`src/dipc_pkg.sv`:
```
// Purpose: Shared constants and types for the interrupt and low-power controller
// Assumes: One clock; clk_i is the input clock, one instruction per clock in run mode
// Notes:   Source index 0 is the highest priority, 11 the lowest
package dipc_pkg;

  localparam int          DIPC_NSRC       = 12;
  localparam int          DIPC_NMASK      = 10;
  localparam int          DIPC_STK_DEPTH  = 12;
  localparam int          DIPC_VEC_W      = 16;

  // Source indices in descending priority
  localparam logic [3:0]  DIPC_SRC_RESET  = 4'h0;
  localparam logic [3:0]  DIPC_SRC_PWD    = 4'h1;
  localparam logic [3:0]  DIPC_SRC_EXT_REQUEST_TWO   = 4'h2;
  localparam logic [3:0]  DIPC_SRC_EDGE_REQUEST_PIN   = 4'h7;
  localparam logic [3:0]  DIPC_SRC_B_TX   = 4'h9;
  localparam logic [3:0]  DIPC_SRC_B_RX   = 4'ha;
  localparam logic [3:0]  DIPC_LVL_NONE   = 4'hf;

  // Vector per source index
  localparam logic [11:0][15:0] DIPC_VEC_TABLE = {
    16'h0028, 16'h0024, 16'h0020, 16'h001c, 16'h0018, 16'h0014,
    16'h0010, 16'h000c, 16'h0008, 16'h0004, 16'h002c, 16'h0000};

  // Control word fields
  localparam int          DIPC_CTL_NEST   = 3;
  localparam logic [2:0]  DIPC_CTL_RST    = 3'h0;

  // Level-only sources and sense-selectable sources
  localparam logic [11:0] DIPC_LEVEL_FIX  = 12'h018;
  localparam logic [11:0] DIPC_LEVEL_PROG = 12'h604;

  // Slow idle divisor base (16 << code)
  localparam logic [7:0]  DIPC_DIV_BASE   = 8'h10;

  // Recovery counts in input clock cycles
  localparam int          DIPC_REC_RUN    = 200;
  localparam int          DIPC_REC_OSC    = 4096;

  typedef enum logic [1:0] {DIPC_RUN, DIPC_IDLE, DIPC_PD, DIPC_RECOVER} dipc_mode_t;

  typedef struct packed {
    logic       ext_request_two;
    logic       ext_request_one;
    logic       ext_request_zero;
    logic       level_request_one;
    logic       level_request_zero;
    logic       edge_request_pin;
    logic       sp_a_tx;
    logic       sp_a_rx;
    logic       sp_b_tx;
    logic       sp_b_rx;
    logic       byte_dma;
    logic       timer;
  } dipc_src_t;

endpackage : dipc_pkg

```
`src/dipc_ctrl.sv`:
```
// Purpose: Interrupt prioritising, vectoring, masking and low-power mode control
// Assumes: Request inputs active high and synchronous; peripherals pulse or hold requests
// Notes:   The sequencer takes a vector with irq_ack_i and returns with rti_i
//
// What this block does
// - Eleven sources plus reset, each fixed vector
// - Reset 0000 top, power-down 002C, timer 0028 last
// - Request two, level one, level zero, edge vectors
// - Serial ports and byte DMA vectors
// - Mask gates requests; highest unmasked wins
// - Power-down and reset ignore the mask
// - Request pins two, one, zero sense selectable
// - Edge pin always edge, forceable; level pins level
// - Nesting control: preempt or sequential
// - Mask write blocks interrupts in its cycle and the next
// - Write-only force and clear port
// - Status pushed on entry, twelve-level stack
// - Global enable gates all but reset, including power-down
// - Global enable set after reset
// - Idle waits for unmasked interrupt, then resumes
// - Slow idle divides clock by 16 to 128
// - Slow idle exit within divisor cycles
// - Power-down exit after 200 clocks, oscillator running
// - Oscillator off: wait 4096 clocks on exit
// - Power-down requested by pin or force bit
// - Reset ends power-down; acknowledge shows entry
// - Power-down edge interrupt; context restart choice
`timescale 1ns/1ps
module dipc_ctrl
  import dipc_pkg::*;
#(
  parameter int REC_RUN = DIPC_REC_RUN,
  parameter int REC_OSC = DIPC_REC_OSC
) (
  // Clock and reset
  input  wire logic                  clk_i,
  input  wire logic                  sys_rst_i,
  // Request sources
  input  wire dipc_src_t             src_i,
  input  wire logic                  sp_b_irq_mode_i,
  input  wire logic                  power_down_pin_i,
  // Control writes from the sequencer
  input  wire logic                  mask_wr_i,
  input  wire logic [DIPC_NMASK-1:0] mask_data_i,
  input  wire logic                  control_wr_i,
  input  wire logic [3:0]            control_data_i,
  input  wire logic                  force_clear_wr_i,
  input  wire logic [DIPC_NSRC-1:0]  force_data_i,
  input  wire logic [DIPC_NSRC-1:0]  clear_data_i,
  input  wire logic                  irq_enable_i,
  input  wire logic                  irq_disable_i,
  // Low-power commands
  input  wire logic                  idle_i,
  input  wire logic                  idle_slow_i,
  input  wire logic [1:0]            idle_div_i,
  input  wire logic                  pd_enter_i,
  input  wire logic                  osc_off_i,
  input  wire logic                  power_up_context_flag_i,
  // Sequencer handshake
  input  wire logic                  irq_ack_i,
  input  wire logic                  rti_i,
  output logic                       irq_req_o,
  output logic [DIPC_VEC_W-1:0]      vector_o,
  // Status
  output logic [3:0]                 stack_depth_o,
  output logic                       stack_ovf_o,
  output logic [DIPC_NMASK-1:0]      interrupt_mask_reg_o,
  output logic                       run_o,
  output logic                       clk_en_o,
  output logic                       idle_o,
  output logic                       pd_ack_o
);

  typedef struct packed {
    dipc_mode_t                   mode;
    logic [DIPC_NMASK-1:0]        mask;
    logic                         nest;
    logic [2:0]                   sense;
    logic                         gie;
    logic                         blk;
    logic [DIPC_NSRC-1:0]         latch;
    logic [DIPC_NSRC-1:0]         prev;
    logic [DIPC_STK_DEPTH-1:0][3:0] stk;
    logic [3:0]                   sp;
    logic                         ovf;
    logic                         irq;
    logic [3:0]                   sel;
    logic [DIPC_VEC_W-1:0]        vec;
    logic                         slow;
    logic [7:0]                   div_n;
    logic [7:0]                   div_cnt;
    logic                         clk_en;
    logic [12:0]                  rec_cnt;
    logic                         pd_pin_q;
    logic                         run;
    logic                         idle;
    logic                         pdack;
  } dipc_state_t;

  dipc_state_t s_q, s_d;

  logic [DIPC_NSRC-1:0] raw;
  logic [DIPC_NSRC-1:0] lvl;
  logic [DIPC_NSRC-1:0] pend;
  logic [DIPC_NSRC-1:0] elig;
  logic [3:0]           top;
  logic [3:0]           pick;
  logic                 any;
  logic                 tick;

  // Lowest set index wins
  function automatic logic [3:0] dipc_first(input logic [DIPC_NSRC-1:0] v);
    logic [3:0] r;
    r = DIPC_LVL_NONE;
    for (int i = DIPC_NSRC - 1; i >= 0; i--) begin
      if (v[i]) begin
        r = 4'(i);
      end
    end
    return r;
  endfunction

  always_comb begin
    raw = {src_i.timer,
           sp_b_irq_mode_i ? src_i.ext_request_zero : src_i.sp_b_rx,
           sp_b_irq_mode_i ? src_i.ext_request_one  : src_i.sp_b_tx,
           src_i.byte_dma, src_i.edge_request_pin, src_i.sp_a_rx, src_i.sp_a_tx,
           src_i.level_request_zero, src_i.level_request_one, src_i.ext_request_two,
           power_down_pin_i, 1'b0};
    lvl = DIPC_LEVEL_FIX;
    lvl[DIPC_SRC_EXT_REQUEST_TWO] = ~s_q.sense[2];
    lvl[DIPC_SRC_B_TX] = sp_b_irq_mode_i & ~s_q.sense[1];
    lvl[DIPC_SRC_B_RX] = sp_b_irq_mode_i & ~s_q.sense[0];
    pend = s_q.latch | (raw & lvl);
    elig = pend & {s_q.mask, 2'b11};
    if (!s_q.gie || s_q.blk) begin
      elig[DIPC_NSRC-1:1] = '0;
    end
    top = (s_q.sp == 4'h0) ? DIPC_LVL_NONE : s_q.stk[s_q.sp - 4'h1];
    pick = dipc_first(elig);
    if (s_q.nest) begin
      any = (pick != DIPC_LVL_NONE) && (pick < top);
    end else begin
      any = (pick != DIPC_LVL_NONE) && (top == DIPC_LVL_NONE || pick == DIPC_SRC_RESET);
    end
    tick = (s_q.div_cnt == 8'h00);
  end

  always_comb begin
    s_d = s_q;
    s_d.prev = raw;
    s_d.pd_pin_q = power_down_pin_i;
    s_d.blk = mask_wr_i;
    if (mask_wr_i) begin
      s_d.mask = mask_data_i;
    end
    if (control_wr_i) begin
      s_d.nest = control_data_i[DIPC_CTL_NEST];
      s_d.sense = control_data_i[2:0];
    end
    if (irq_enable_i) begin
      s_d.gie = 1'b1;
    end else if (irq_disable_i) begin
      s_d.gie = 1'b0;
    end
    // Clear first, then sets so that a new event is kept; a power-down edge in power-down is dropped
    if (irq_ack_i && s_q.irq) begin
      s_d.latch[s_q.sel] = 1'b0;
    end
    if (force_clear_wr_i) begin
      s_d.latch = s_d.latch & ~clear_data_i;
      s_d.latch = s_d.latch | force_data_i;
    end
    s_d.latch = s_d.latch | (raw & ~s_q.prev & ~lvl);
    if (s_q.mode == DIPC_PD) begin
      s_d.latch[DIPC_SRC_PWD] = s_q.latch[DIPC_SRC_PWD];
    end
    // Status stack
    if (irq_ack_i && s_q.irq) begin
      if (s_q.sp == 4'(DIPC_STK_DEPTH)) begin
        s_d.ovf = 1'b1;
      end else begin
        s_d.stk[s_q.sp] = s_q.sel;
        s_d.sp = s_q.sp + 4'h1;
      end
    end else if (rti_i && s_q.sp != 4'h0) begin
      s_d.sp = s_q.sp - 4'h1;
    end
    // Divider for slow idle
    s_d.div_cnt = tick ? s_q.div_n - 8'h01 : s_q.div_cnt - 8'h01;
    s_d.clk_en = 1'b1;
    s_d.irq = 1'b0;
    case (s_q.mode)
      DIPC_RUN: begin
        s_d.irq = any && !(irq_ack_i && s_q.irq) && !mask_wr_i;
        s_d.sel = pick;
        s_d.vec = DIPC_VEC_TABLE[pick];
        if (pd_enter_i) begin
          s_d.mode = DIPC_PD;
          s_d.clk_en = 1'b0;
        end else if (idle_i) begin
          s_d.mode = DIPC_IDLE;
          s_d.slow = idle_slow_i;
          s_d.div_n = DIPC_DIV_BASE << idle_div_i;
          s_d.div_cnt = (DIPC_DIV_BASE << idle_div_i) - 8'h01;
          s_d.clk_en = !idle_slow_i;
        end
      end
      DIPC_IDLE: begin
        s_d.clk_en = !s_q.slow || tick;
        if (any && (!s_q.slow || tick)) begin
          s_d.mode = DIPC_RUN;
          s_d.slow = 1'b0;
          s_d.clk_en = 1'b1;
        end
      end
      DIPC_PD: begin
        s_d.clk_en = 1'b0;
        if (power_down_pin_i && !s_q.pd_pin_q) begin
          s_d.mode = DIPC_RECOVER;
          s_d.rec_cnt = osc_off_i ? 13'(REC_OSC - 1) : 13'(REC_RUN - 1);
        end
      end
      DIPC_RECOVER: begin
        s_d.clk_en = 1'b0;
        s_d.rec_cnt = s_q.rec_cnt - 13'h1;
        if (s_q.rec_cnt == 13'h0) begin
          s_d.mode = DIPC_RUN;
          s_d.clk_en = 1'b1;
          if (power_up_context_flag_i) begin
            s_d.latch[DIPC_SRC_RESET] = 1'b1;
            s_d.sp = 4'h0;
          end
        end
      end
      default: begin
        s_d.mode = DIPC_RUN;
      end
    endcase
    s_d.run   = (s_d.mode == DIPC_RUN);
    s_d.idle  = (s_d.mode == DIPC_IDLE);
    s_d.pdack = (s_d.mode == DIPC_PD);
  end

  always_ff @(posedge clk_i) begin
    if (sys_rst_i) begin
      s_q <= '0;
      s_q.mode <= DIPC_RUN;
      s_q.run <= 1'b1;
      s_q.gie <= 1'b1;
      s_q.sense <= DIPC_CTL_RST;
      s_q.latch <= 12'h001;
      s_q.div_n <= DIPC_DIV_BASE;
      s_q.clk_en <= 1'b1;
    end else begin
      s_q <= s_d;
    end
  end

  assign irq_req_o            = s_q.irq;
  assign vector_o             = s_q.vec;
  assign stack_depth_o        = s_q.sp;
  assign stack_ovf_o          = s_q.ovf;
  assign interrupt_mask_reg_o = s_q.mask;
  assign run_o                = s_q.run;
  assign clk_en_o             = s_q.clk_en;
  assign idle_o               = s_q.idle;
  assign pd_ack_o             = s_q.pdack;

  a_reset_vector: assert property (@(posedge clk_i) $fell(sys_rst_i) |-> ##1 irq_req_o && vector_o == 16'h0000)
    else $error("reset vector not issued");
  a_mask_block: assert property (@(posedge clk_i) disable iff (sys_rst_i)
    $past(mask_wr_i) && s_q.mode == DIPC_RUN |=> !irq_req_o || vector_o == 16'h0000)
    else $error("interrupt taken in blocked cycle");
  a_gie_gate: assert property (@(posedge clk_i) disable iff (sys_rst_i)
    !s_q.gie && !irq_enable_i |=> !irq_req_o || vector_o == 16'h0000)
    else $error("request while globally disabled");
  a_mask_gate: assert property (@(posedge clk_i) disable iff (sys_rst_i)
    irq_req_o && s_q.sel > DIPC_SRC_PWD |-> s_q.mask[s_q.sel - 4'h2])
    else $error("masked source vectored");
  a_stack_push: assert property (@(posedge clk_i) disable iff (sys_rst_i)
    irq_ack_i && irq_req_o && stack_depth_o < 4'hc |=> stack_depth_o == $past(stack_depth_o) + 4'h1)
    else $error("stack did not push");
  a_recover_run: assert property (@(posedge clk_i) disable iff (sys_rst_i)
    s_q.mode == DIPC_PD && $rose(power_down_pin_i) && !osc_off_i |=> ##REC_RUN run_o)
    else $error("recovery count wrong");
  a_pd_ack_hold: assert property (@(posedge clk_i) disable iff (sys_rst_i)
    $rose(pd_ack_o) |-> $past(pd_enter_i) && !clk_en_o)
    else $error("power-down acknowledge without entry");
  a_slow_wake: assert property (@(posedge clk_i) disable iff (sys_rst_i)
    idle_o && any |-> ##[1:128] !idle_o)
    else $error("slow idle wake too late");
  a_edge_latch: assert property (@(posedge clk_i) disable iff (sys_rst_i)
    $rose(src_i.edge_request_pin) && !force_clear_wr_i |=> s_q.latch[DIPC_SRC_EDGE_REQUEST_PIN])
    else $error("edge request not latched");
  a_irq_gap: assert property (@(posedge clk_i) disable iff (sys_rst_i)
    mask_wr_i |=> !irq_req_o || vector_o == 16'h0000)
    else $error("interrupt raised on mask write");
  a_osc_load: assert property (@(posedge clk_i) disable iff (sys_rst_i)
    s_q.mode == DIPC_PD && $rose(power_down_pin_i) && osc_off_i |=> s_q.rec_cnt == 13'(REC_OSC - 1))
    else $error("oscillator recovery count wrong");
  a_pd_clk_off: assert property (@(posedge clk_i) disable iff (sys_rst_i)
    pd_ack_o |-> !clk_en_o)
    else $error("clock enabled in power-down");

endmodule // dipc_ctrl

```
`config.mk`:
```
export PLATFORM = sky130hd
export DESIGN_NAME = dipc_ctrl
export DESIGN_NICKNAME = d
export VERILOG_FILES = /design/src/dipc_pkg.sv /design/src/dipc_ctrl.sv
export SDC_FILE = /design/constraint.sdc
export NUM_CORES = 1
export LEC_CHECK = 0
export ABC_CLOCK_PERIOD_IN_PS = 3300
export BUFFER_PORTS_ARGS = -buffer_cell sky130_fd_sc_hd__buf_2
export CORE_MARGIN = 2
export CORE_UTILIZATION = 35
export DETAILED_ROUTE_END_ITERATION = 10
export PLACE_DENSITY = 0.63
export SKIP_LAST_GASP = 1
export SYNTH_ARGS = -nofsm -noshare
export SYNTH_HDL_FRONTEND = slang
export SYNTH_SLANG_ARGS = --single-unit
```
`constraint.sdc`:
```
create_clock -name clk_i -period 3.3 [get_ports clk_i]
set_input_delay 0.495 -clock clk_i [delete_from_list [all_inputs] [get_ports clk_i]]
set_output_delay 0.495 -clock clk_i [all_outputs]
set_load 0.1 [all_outputs]
```
### Yosys cells after proc, flatten, opt, wreduce, memory -nomap -nowiden

Memories as Yosys holds them, arrays and structs flattened. A register that Yosys moved wholly into a read port is not among the register bits.
Index checks and enable logic that the tools add are counted.
W data, S select, Z words.

| storage, ports and cells | value |
|---|---|
| register bits after elaboration | 135 |
| latch bits | 0 |
| memory bits (writable) | 0 |
| memory bits (read-only) | 256 |
| memories | 1 |

Memories:

| name | depth | width | rd ports | clocked after Yosys merged registers in | wr ports | RTL line | RTL |
|---|---|---|---|---|---|---|---|
| (name not given) | 16 | 16 | 1 | 1 | 0 | dipc_ctrl.sv:197 | `s_d.vec = DIPC_VEC_TABLE[pick];` |

| cells by class | value |
|---|---|
| add/subtract/negate cells | 6 |
| $mul | 0 |
| div/mod/pow operators | 0 |
| magnitude comparators | 6 |
| eq/ne operators | 12 |
| shifts and indexed selects | 1 |
| mux-type cells | 54 |
| bitwise logic cells | 21 |
| reductions and logical operators | 35 |

Operators by type and width:

| cell | count |
|---|---|
| $mux W4 | 20 |
| $and A12 B12 Y12 | 5 |
| $bwmux W48 | 1 |
| $mux W12 | 3 |
| $not A12 Y12 | 3 |
| $or A12 B12 Y12 | 3 |
| $pmux W13 S2 | 1 |
| $sub A8 B1 Y8 const B | 3 |
| $mux W18 | 1 |
| $mux W17 | 1 |
| $bmux W4 S4 | 1 |
| $demux W4 S4 | 1 |
| $mux W8 | 2 |
| $lt A4 B5 Y1 const B | 3 |
| $logic_not A13 Y1 | 1 |
| $mux W13 | 1 |
| $sub A13 B1 Y13 const B | 1 |
| $and A12 B11 Y12 | 1 |
| $not A11 Y12 | 1 |
| $mux W1 | 11 |
| $mux W11 | 1 |
| $logic_and A1 B1 Y1 | 10 |
| $mux W2 | 5 |
| $eq A4 B4 Y1 const B | 2 |
| other kinds (28) | 53 |

### Logic depth before layout (Yosys ltp)

Gate-level depths: netlist of run 1.

| depth | value |
|---|---|
| depth after elaboration | 26 |
| depth in mapped cells | 16 |
| mapped depth without buffers | 14 |

### Worst setup path after synthesis of run 1

Ideal clock, no wire load.

| timing path | value |
|---|---|
| kind | flip-flop to flip-flop |
| start point | register s_q, in the netlist stack_depth_o[0] |
| end point | register s_q, in the netlist idle_o |
| arrival time | 3456 ps |
| setup slack | -278 ps |
| stages on the path, launching flop included | 16 |
| period minus slack after synthesis | 3578 ps |
| cells stage by stage | dfxtp_1 buf_2 buf_6 inv_1 ha_1 xnor2_4 mux4_1 mux2_2 a21oi_1 ha_1 a21o_1 a21o_1 a32o_1 a21oi_1 a311oi_2 o311a_1 |

| between the ends | value |
|---|---|
| longest elaborated chain between the ends | 12 |

RTL lines:

| what | RTL line | RTL |
|---|---|---|
| from (decl) | dipc_ctrl.sv:100 | `dipc_state_t s_q, s_d;` |
| $sub A4 B1 Y4 | dipc_ctrl.sv:139 | `top = (s_q.sp == 4'h0) ? DIPC_LVL_NONE : s_q.stk[s_q.sp - 4'h1];` |
| $bmux W4 S4 | dipc_ctrl.sv:139 |  |
| $mux W4 (not written as such) | dipc_ctrl.sv:139 |  |
| $mux W4 (*) | dipc_ctrl.sv:139 |  |
| parallel branches: the longest is 3 deep, another holds $lt A4 B4 Y1 | n/a |  |
| $mux W1 (*) | dipc_ctrl.sv:141 | `if (s_q.nest) begin` |
| $logic_and A1 B1 Y1 (*) | dipc_ctrl.sv:211 | `if (any && (!s_q.slow \|\| tick)) begin` |
| $mux W2 (*) | dipc_ctrl.sv:211 |  |
| $pmux W2 S4 (*) | dipc_ctrl.sv:193 | `case (s_q.mode)` |
| $eq A2 B1 Y1 (*) | dipc_ctrl.sv:241 | `s_d.idle = (s_d.mode == DIPC_IDLE);` |

Mark *: on every way between the ends. The select of a mux whose other input is x is not followed.
A chain may end at the register's enable or synchronous reset.

### Worst setup path in the final report of run 1

Same ends and word-level chain as after synthesis.

==> results.cfg, run 1 <==
[power]
peakVddDrop_mv = 0.434
power_leakage_uw = 0.00319
p_per_area_nw_per_um2 = 762

[clock_network]
cts-htree-levels = 4
hold_buffers = 0
path_clk_slew_ps = 60
cts.sinks = 131
cts_tree = built
clk_path_buf_depth = 2
insertion_delay_ps = 430
cts_root_buf = clkbuf_16
cts_buffers = 17

[layout]
antennaDiodeCount = 0
final_common_cell = dfxtp_1
design_area_um2 = 7790
area_growth_syn_to_layout_pct = 18.6
final_cell_mix = dfxtp_1, nand2_1, a21oi_1
final_util_pct = 41.9
fillers = 1855
layout.nets = 935
final_layout_size_suffix_gt1_share_pct = 19.4

[worst_setup_path]
critPathRequiredTime_ps = 3610
crit_fanout = 7
end_kind = flop
reg2reg_depth = 12
critPathKind = flop to flop
cp-start-kind = flop
cp.arrival_ps = 3570

[place]
dpl_cell_area_um2 = 7080
portBuffers = 91
pre_cts_slack_ps = 28.0
gp_congestion = 0.826
dp_hpwl_mm = 12.2

[timing]
worst_slack_ps = 47.6
finalClockSkew_ps = 11.3
setup_viol = 0
hold_viol_final = 0
rsz0062_at_grt = yes
period_needed_ps = 3250
slew_headroom_pct = 37.7
finalMaxSlewViolations = 0
worst_slew_pin_slew_ps = 934
clock.fmax_mhz = 307
post-route-period-util_pct = 98.6

[die]
io_pins = 104
die_w_um = 141
placementRows = 50
die_area_um2 = 19900
coreArea_um2 = 18600
dieHeight_um = 141
initial_core_util_pct = 35.3

[global_route]
grt_overflow = 0
gr-max-usage-layer = met2
grt_use_met3_pct = 4.45
grt_pass1_vias = 5314
grtUsageMet2_pct = 28.2
grt_start_max_net_pins = 76
track_usage_pct = 17.9
use_met1_pct = 24.6
grt_pass1_wl_mm = 28.2
grt_antenna_before_repair = 0

[routing]
wl_mm = 17.4
routedWlPerCell_um = 15.8
drtAntennaViolNets = 0
vias = 5777
avgViaCountPerCell = 5.25
drcViolationCount = 0
drt_first_pass_iters = 7
drt-initial-drc-count = 399

[synthesis]
ys.flop_type = dfxtp_1
synth_area_um2 = 6570
yosys_warnings = 0
avgSynthCellArea_um2 = 8.33
ys_types = 59
synthCells = 788
yosysTopAreaCell = dfxtp_1
synth-seq-area-share_pct = 39.9
synth_enable_flop_cells = 0
async_flop_share_pct = 0
ys_ff_latch = 131
synth.top_cell.area_share_pct = 39.9
yosys-top-cells-area = dfxtp_1, a21oi_1, nand2_1

[run]
drv_cap = 0

[status]
status = finished, final reports clean

[hold_path]
hold_class = primary input to flop
hold_depth = 2
-- power breakdown --
part / leakage, µW / internal (µW) / total [µW] / switching, µW
Clock: 0.000315 / 1380 / 2100 / 724
Combinational: 0.00180 / 750 / 2000 / 1250
Sequential: 0.00107 / 1700 / 1830 / 134
-- synthesized netlist by cell type, drive strengths merged, types with 2 or more instances --
library cell and number:
dfxtp 131, nand2 110, a21oi 95, nor2 61, nand3 46, buf 39
clkbuf 38, o21ai 28, mux2i 27, nor3 21, inv 20, ha 14
nor2b 14, mux4 12, o211ai 11, o21a 11, nand2b 9, a211oi 8
xnor2 8, a22oi 7, and2 7, a221oi 5, nor4 5, a31oi 4
and3 4, and3b 4, mux2 4, o22ai 4, o311ai 4, a41oi 3
nand3b 3, nor3b 3, o31ai 3, or2 3, a211o 2, a21o 2
a311oi 2, o311a 2, or3 2, xor2 2
-- registers in the layout, summed over array words and instances, names as in the netlist --
| register | flops |
|---|---|
| clk_en_o | 1 |
| idle_o | 1 |
| interrupt_mask_reg_o | 10 |
| irq_req_o | 1 |
| pd_ack_o | 1 |
| run_o | 1 |
| s_q | 107 |
| stack_depth_o | 4 |
| stack_ovf_o | 1 |
| vector_o | 4 |
-- logic make-up after synthesis --
kind of cell,synth area share [%]
and+or+nand+nor,20.8
AOI/OAI and AO/OA,18.3
DFF,39.9
buffers and inverters,7.47
muxes,9.21
adders and majority gates,2.67
xor gates and xnor gates,1.62
other,0.0571
-- area by class of cell --
type / instances / area (µm²) / share of cell area, %
Timing Repair Buffer: 112 / 616 / 7.90
Multi-Input combinational cell: 571 / 3520 / 45.2
Inverter: 20 / 78.8 / 1.01
Sequential cell: 131 / 2620 / 33.7
Clock inverter: 13 / 205 / 2.63
Tap cell: 234 / 293 / 3.76
Clock buffer: 19 / 453 / 5.82
-- critical path, stage by stage (launching register included) --
cell and delay, ps:
dfxtp_2 350, clkinvlp_4 150, ha_4 210, xnor2_4 220, buf_4 160, mux4_2 500
mux2_2 310, a21oi_1 150, ha_1 240, and4_1 210, a21oi_2 190, a311oi_2 140
o311a_1 320
-- per-layer routing --
layer / vias to the layer above / part of all wire, %
met1: 2744 / 48
li1: 2881 / -
met3: 14 / 5.1
met2: 138 / 46
met4: 0 / 1.1
met5: - / 0
-- through the flow --
| step | TNS [ps] | std cells | power, µW | hold WS (ps) |
|---|---|---|---|---|
| 3_3_place_gp | 0 | 1062 | 3770 | 437 |
| 6_report | 0 | 1100 | 5940 | 250 |
| 4_1_cts | 0 | 1094 | 5890 | 241 |
| 3_5_place_dp | 0 | 1062 | 3780 | 446 |
| 5_1_grt | -214 | 1100 | 6260 | 252 |
| 2_1_floorplan | -3.65 | 799 | 3390 | 432 |
-- what timing repair did --
action	CTS	global route
gates resized for setup	0	0
buffers inserted	0	6
endpoints found under the setup margin	0	3
-- path summary, 6_finish.rpt --
kind | slack [ps] | start | end
setup reg to reg | 50 | stack_depth_o[0] | idle_o
hold reg to reg | 450 | vector_o[2] | vector_o[2]
setup / recovery | 50 | stack_depth_o[0] | idle_o
hold / removal | 250 | irq_disable_i | s_q[134]
Power figures use the tool's default switching activity.
==> run 2: changes to the inputs <==
RECOVER_POWER = 50   (was unset)
==> run 2 against run 1 <==
- the run now ends with capacitance limit, slew limit left
- sequential cell count is the same
- routed wire length grew 0.31%
- clock skew grew 2.1 ps
- critical path type unchanged
- worst hold slack lost 1.7 ps
- register-to-register slack is essentially flat
==> results.cfg, run 2 (synthesized netlist as in run 1, its figures left out) <==
[timing]
post-route-period-util_pct = 98.7
finalMaxSlewViolations = 76
slew_headroom_pct = -5.34
worst_slack_ps = 43.0
period_needed_ps = 3260
finalClockSkew_ps = 13.4
rsz0062_at_grt = yes
hold_viol_final = 0
clock.fmax_mhz = 307
setup_viol = 0
worst_slew_pin_slew_ps = 1580
timing.setup.tns_ps = 0

[die]
io_pins = 104
dieHeight_um = 141
initial_core_util_pct = 35.3
coreArea_um2 = 18600
placementRows = 50
die_w_um = 141
die_area_um2 = 19900

[run]
drv_cap = 1

[global_route]
track_usage_pct = 17.9
grt_pass1_vias = 5314
grt_pass1_wl_mm = 28.2
grt_start_max_net_pins = 76
grt_overflow = 0
grt_antenna_before_repair = 0

[place]
dp_hpwl_mm = 12.2
dpl.cell_count = 1062
dpl_cell_area_um2 = 7080
portBuffers = 91
pre_cts_slack_ps = 28.0
gp_congestion = 0.826

[layout]
final_layout_size_suffix_gt1_share_pct = 17.8
final_cell_mix = dfxtp_1, nand2_1, a21oi_1
layout.nets = 935
regMostFlops = s_q
antennaDiodeCount = 0
design_area_um2 = 7760
final_common_cell = dfxtp_1
area_growth_syn_to_layout_pct = 18.3
largest_reg_flops = 107
instances_no_fill = 1100

[clock_network]
cts_buffers = 17
insertion_delay_ps = 430
hold_buffers = 0
cts.sinks = 131
path_clk_slew_ps = 60
postCtsResizedCells = 0
cts_root_buf = clkbuf_16
cts_tree = built
cts-htree-levels = 4
cts_setup_buffers = 0
clk_path_buf_depth = 2

[power]
p_per_area_nw_per_um2 = 764
clock_power_share_pct = 35.4
power_leakage_uw = 0.00313
p_sw_uw = 2110
p_sw_share_pct = 35.5
sequentialPowerShare_pct = 30.9
p_total_uw = 5930
power.internal_uw = 3820
peakVddDrop_mv = 0.435
power_frac_comb_pct = 33.6

[worst_setup_path]
cp.arrival_ps = 3570
critical_path.cell_chain = clkinvlp_4 -> ha_4 -> xnor2_4 -> buf_4 -> mux4_2 -> mux2_2 -> a21oi_1 -> ha_1 -> and4_1 -> a21oi_2 -> a311oi_2 -> o311a_1
critPathKind = flop to flop
critPathRequiredTime_ps = 3610
crit_buf_inv = 2
crit_slowest_cell = mux4_2
slowest_delay_ps = 500
crit_fanout = 7
ff2ff_setup_slack_ps = 40
end_kind = flop
cp-start-kind = flop
critical-path-top-delay-family = multiplexers

[routing]
drcViolationCount = 0
routedWlPerCell_um = 15.9
vias = 5816
drt_first_pass_iters = 5
drtAntennaViolNets = 0
avgViaCountPerCell = 5.29
wl_mm = 17.5
drt-initial-drc-count = 396

[status]
violations = capacitance limit, slew limit
status = finished with violations

[hold_path]
hold_class = primary input to flop
run 2: per-stage QoR:
step	hold slack [ps]	utilization [%]
global placement	437	38.1
global route	252	41.8
floorplan	432	-
finish	248	41.8
CTS	241	41.7
detailed placement	446	38.1
run 2: area by class of cell:
| type | instances | area, µm² |
|---|---|---|
| fill | 1862 | 10800 |
| multi-input combinational | 571 | 3520 |
| sequential | 131 | 2620 |
| timing repair buffer | 112 | 593 |
| clock buffer | 19 | 453 |
| tap | 234 | 293 |
| clock inverter | 13 | 205 |
| inverter | 20 | 78.8 |
run 2: worst paths after layout:
kind / endpoint / depth (start not counted) / start
worst min register to register: vector_o[2] / 2 / vector_o[2]
worst max register to register: idle_o / 12 / stack_depth_o[0]
worst max-delay path: idle_o / 12 / stack_depth_o[0]
worst min-delay path: s_q[134] / 2 / irq_disable_i
run 2: metal layers:
metal  share of wire, %  routed length (µm)  track usage [%]
met1                 48                8360             24.6
met2                 46                7950             28.2
met3                5.3                 930             4.45
met4                1.3                 220             5.11
met5                  0                   0                0
run 2: power by group through the flow:
stage / combinational (µW) / clock, µW / sequential [µW]
floorplan: 1530 / 0 / 1870
global placement: 1900 / 0 / 1860
detailed placement: 1920 / 0 / 1860
CTS: 1930 / 2130 / 1830
global route: 2190 / 2210 / 1850
finish: 1990 / 2100 / 1830
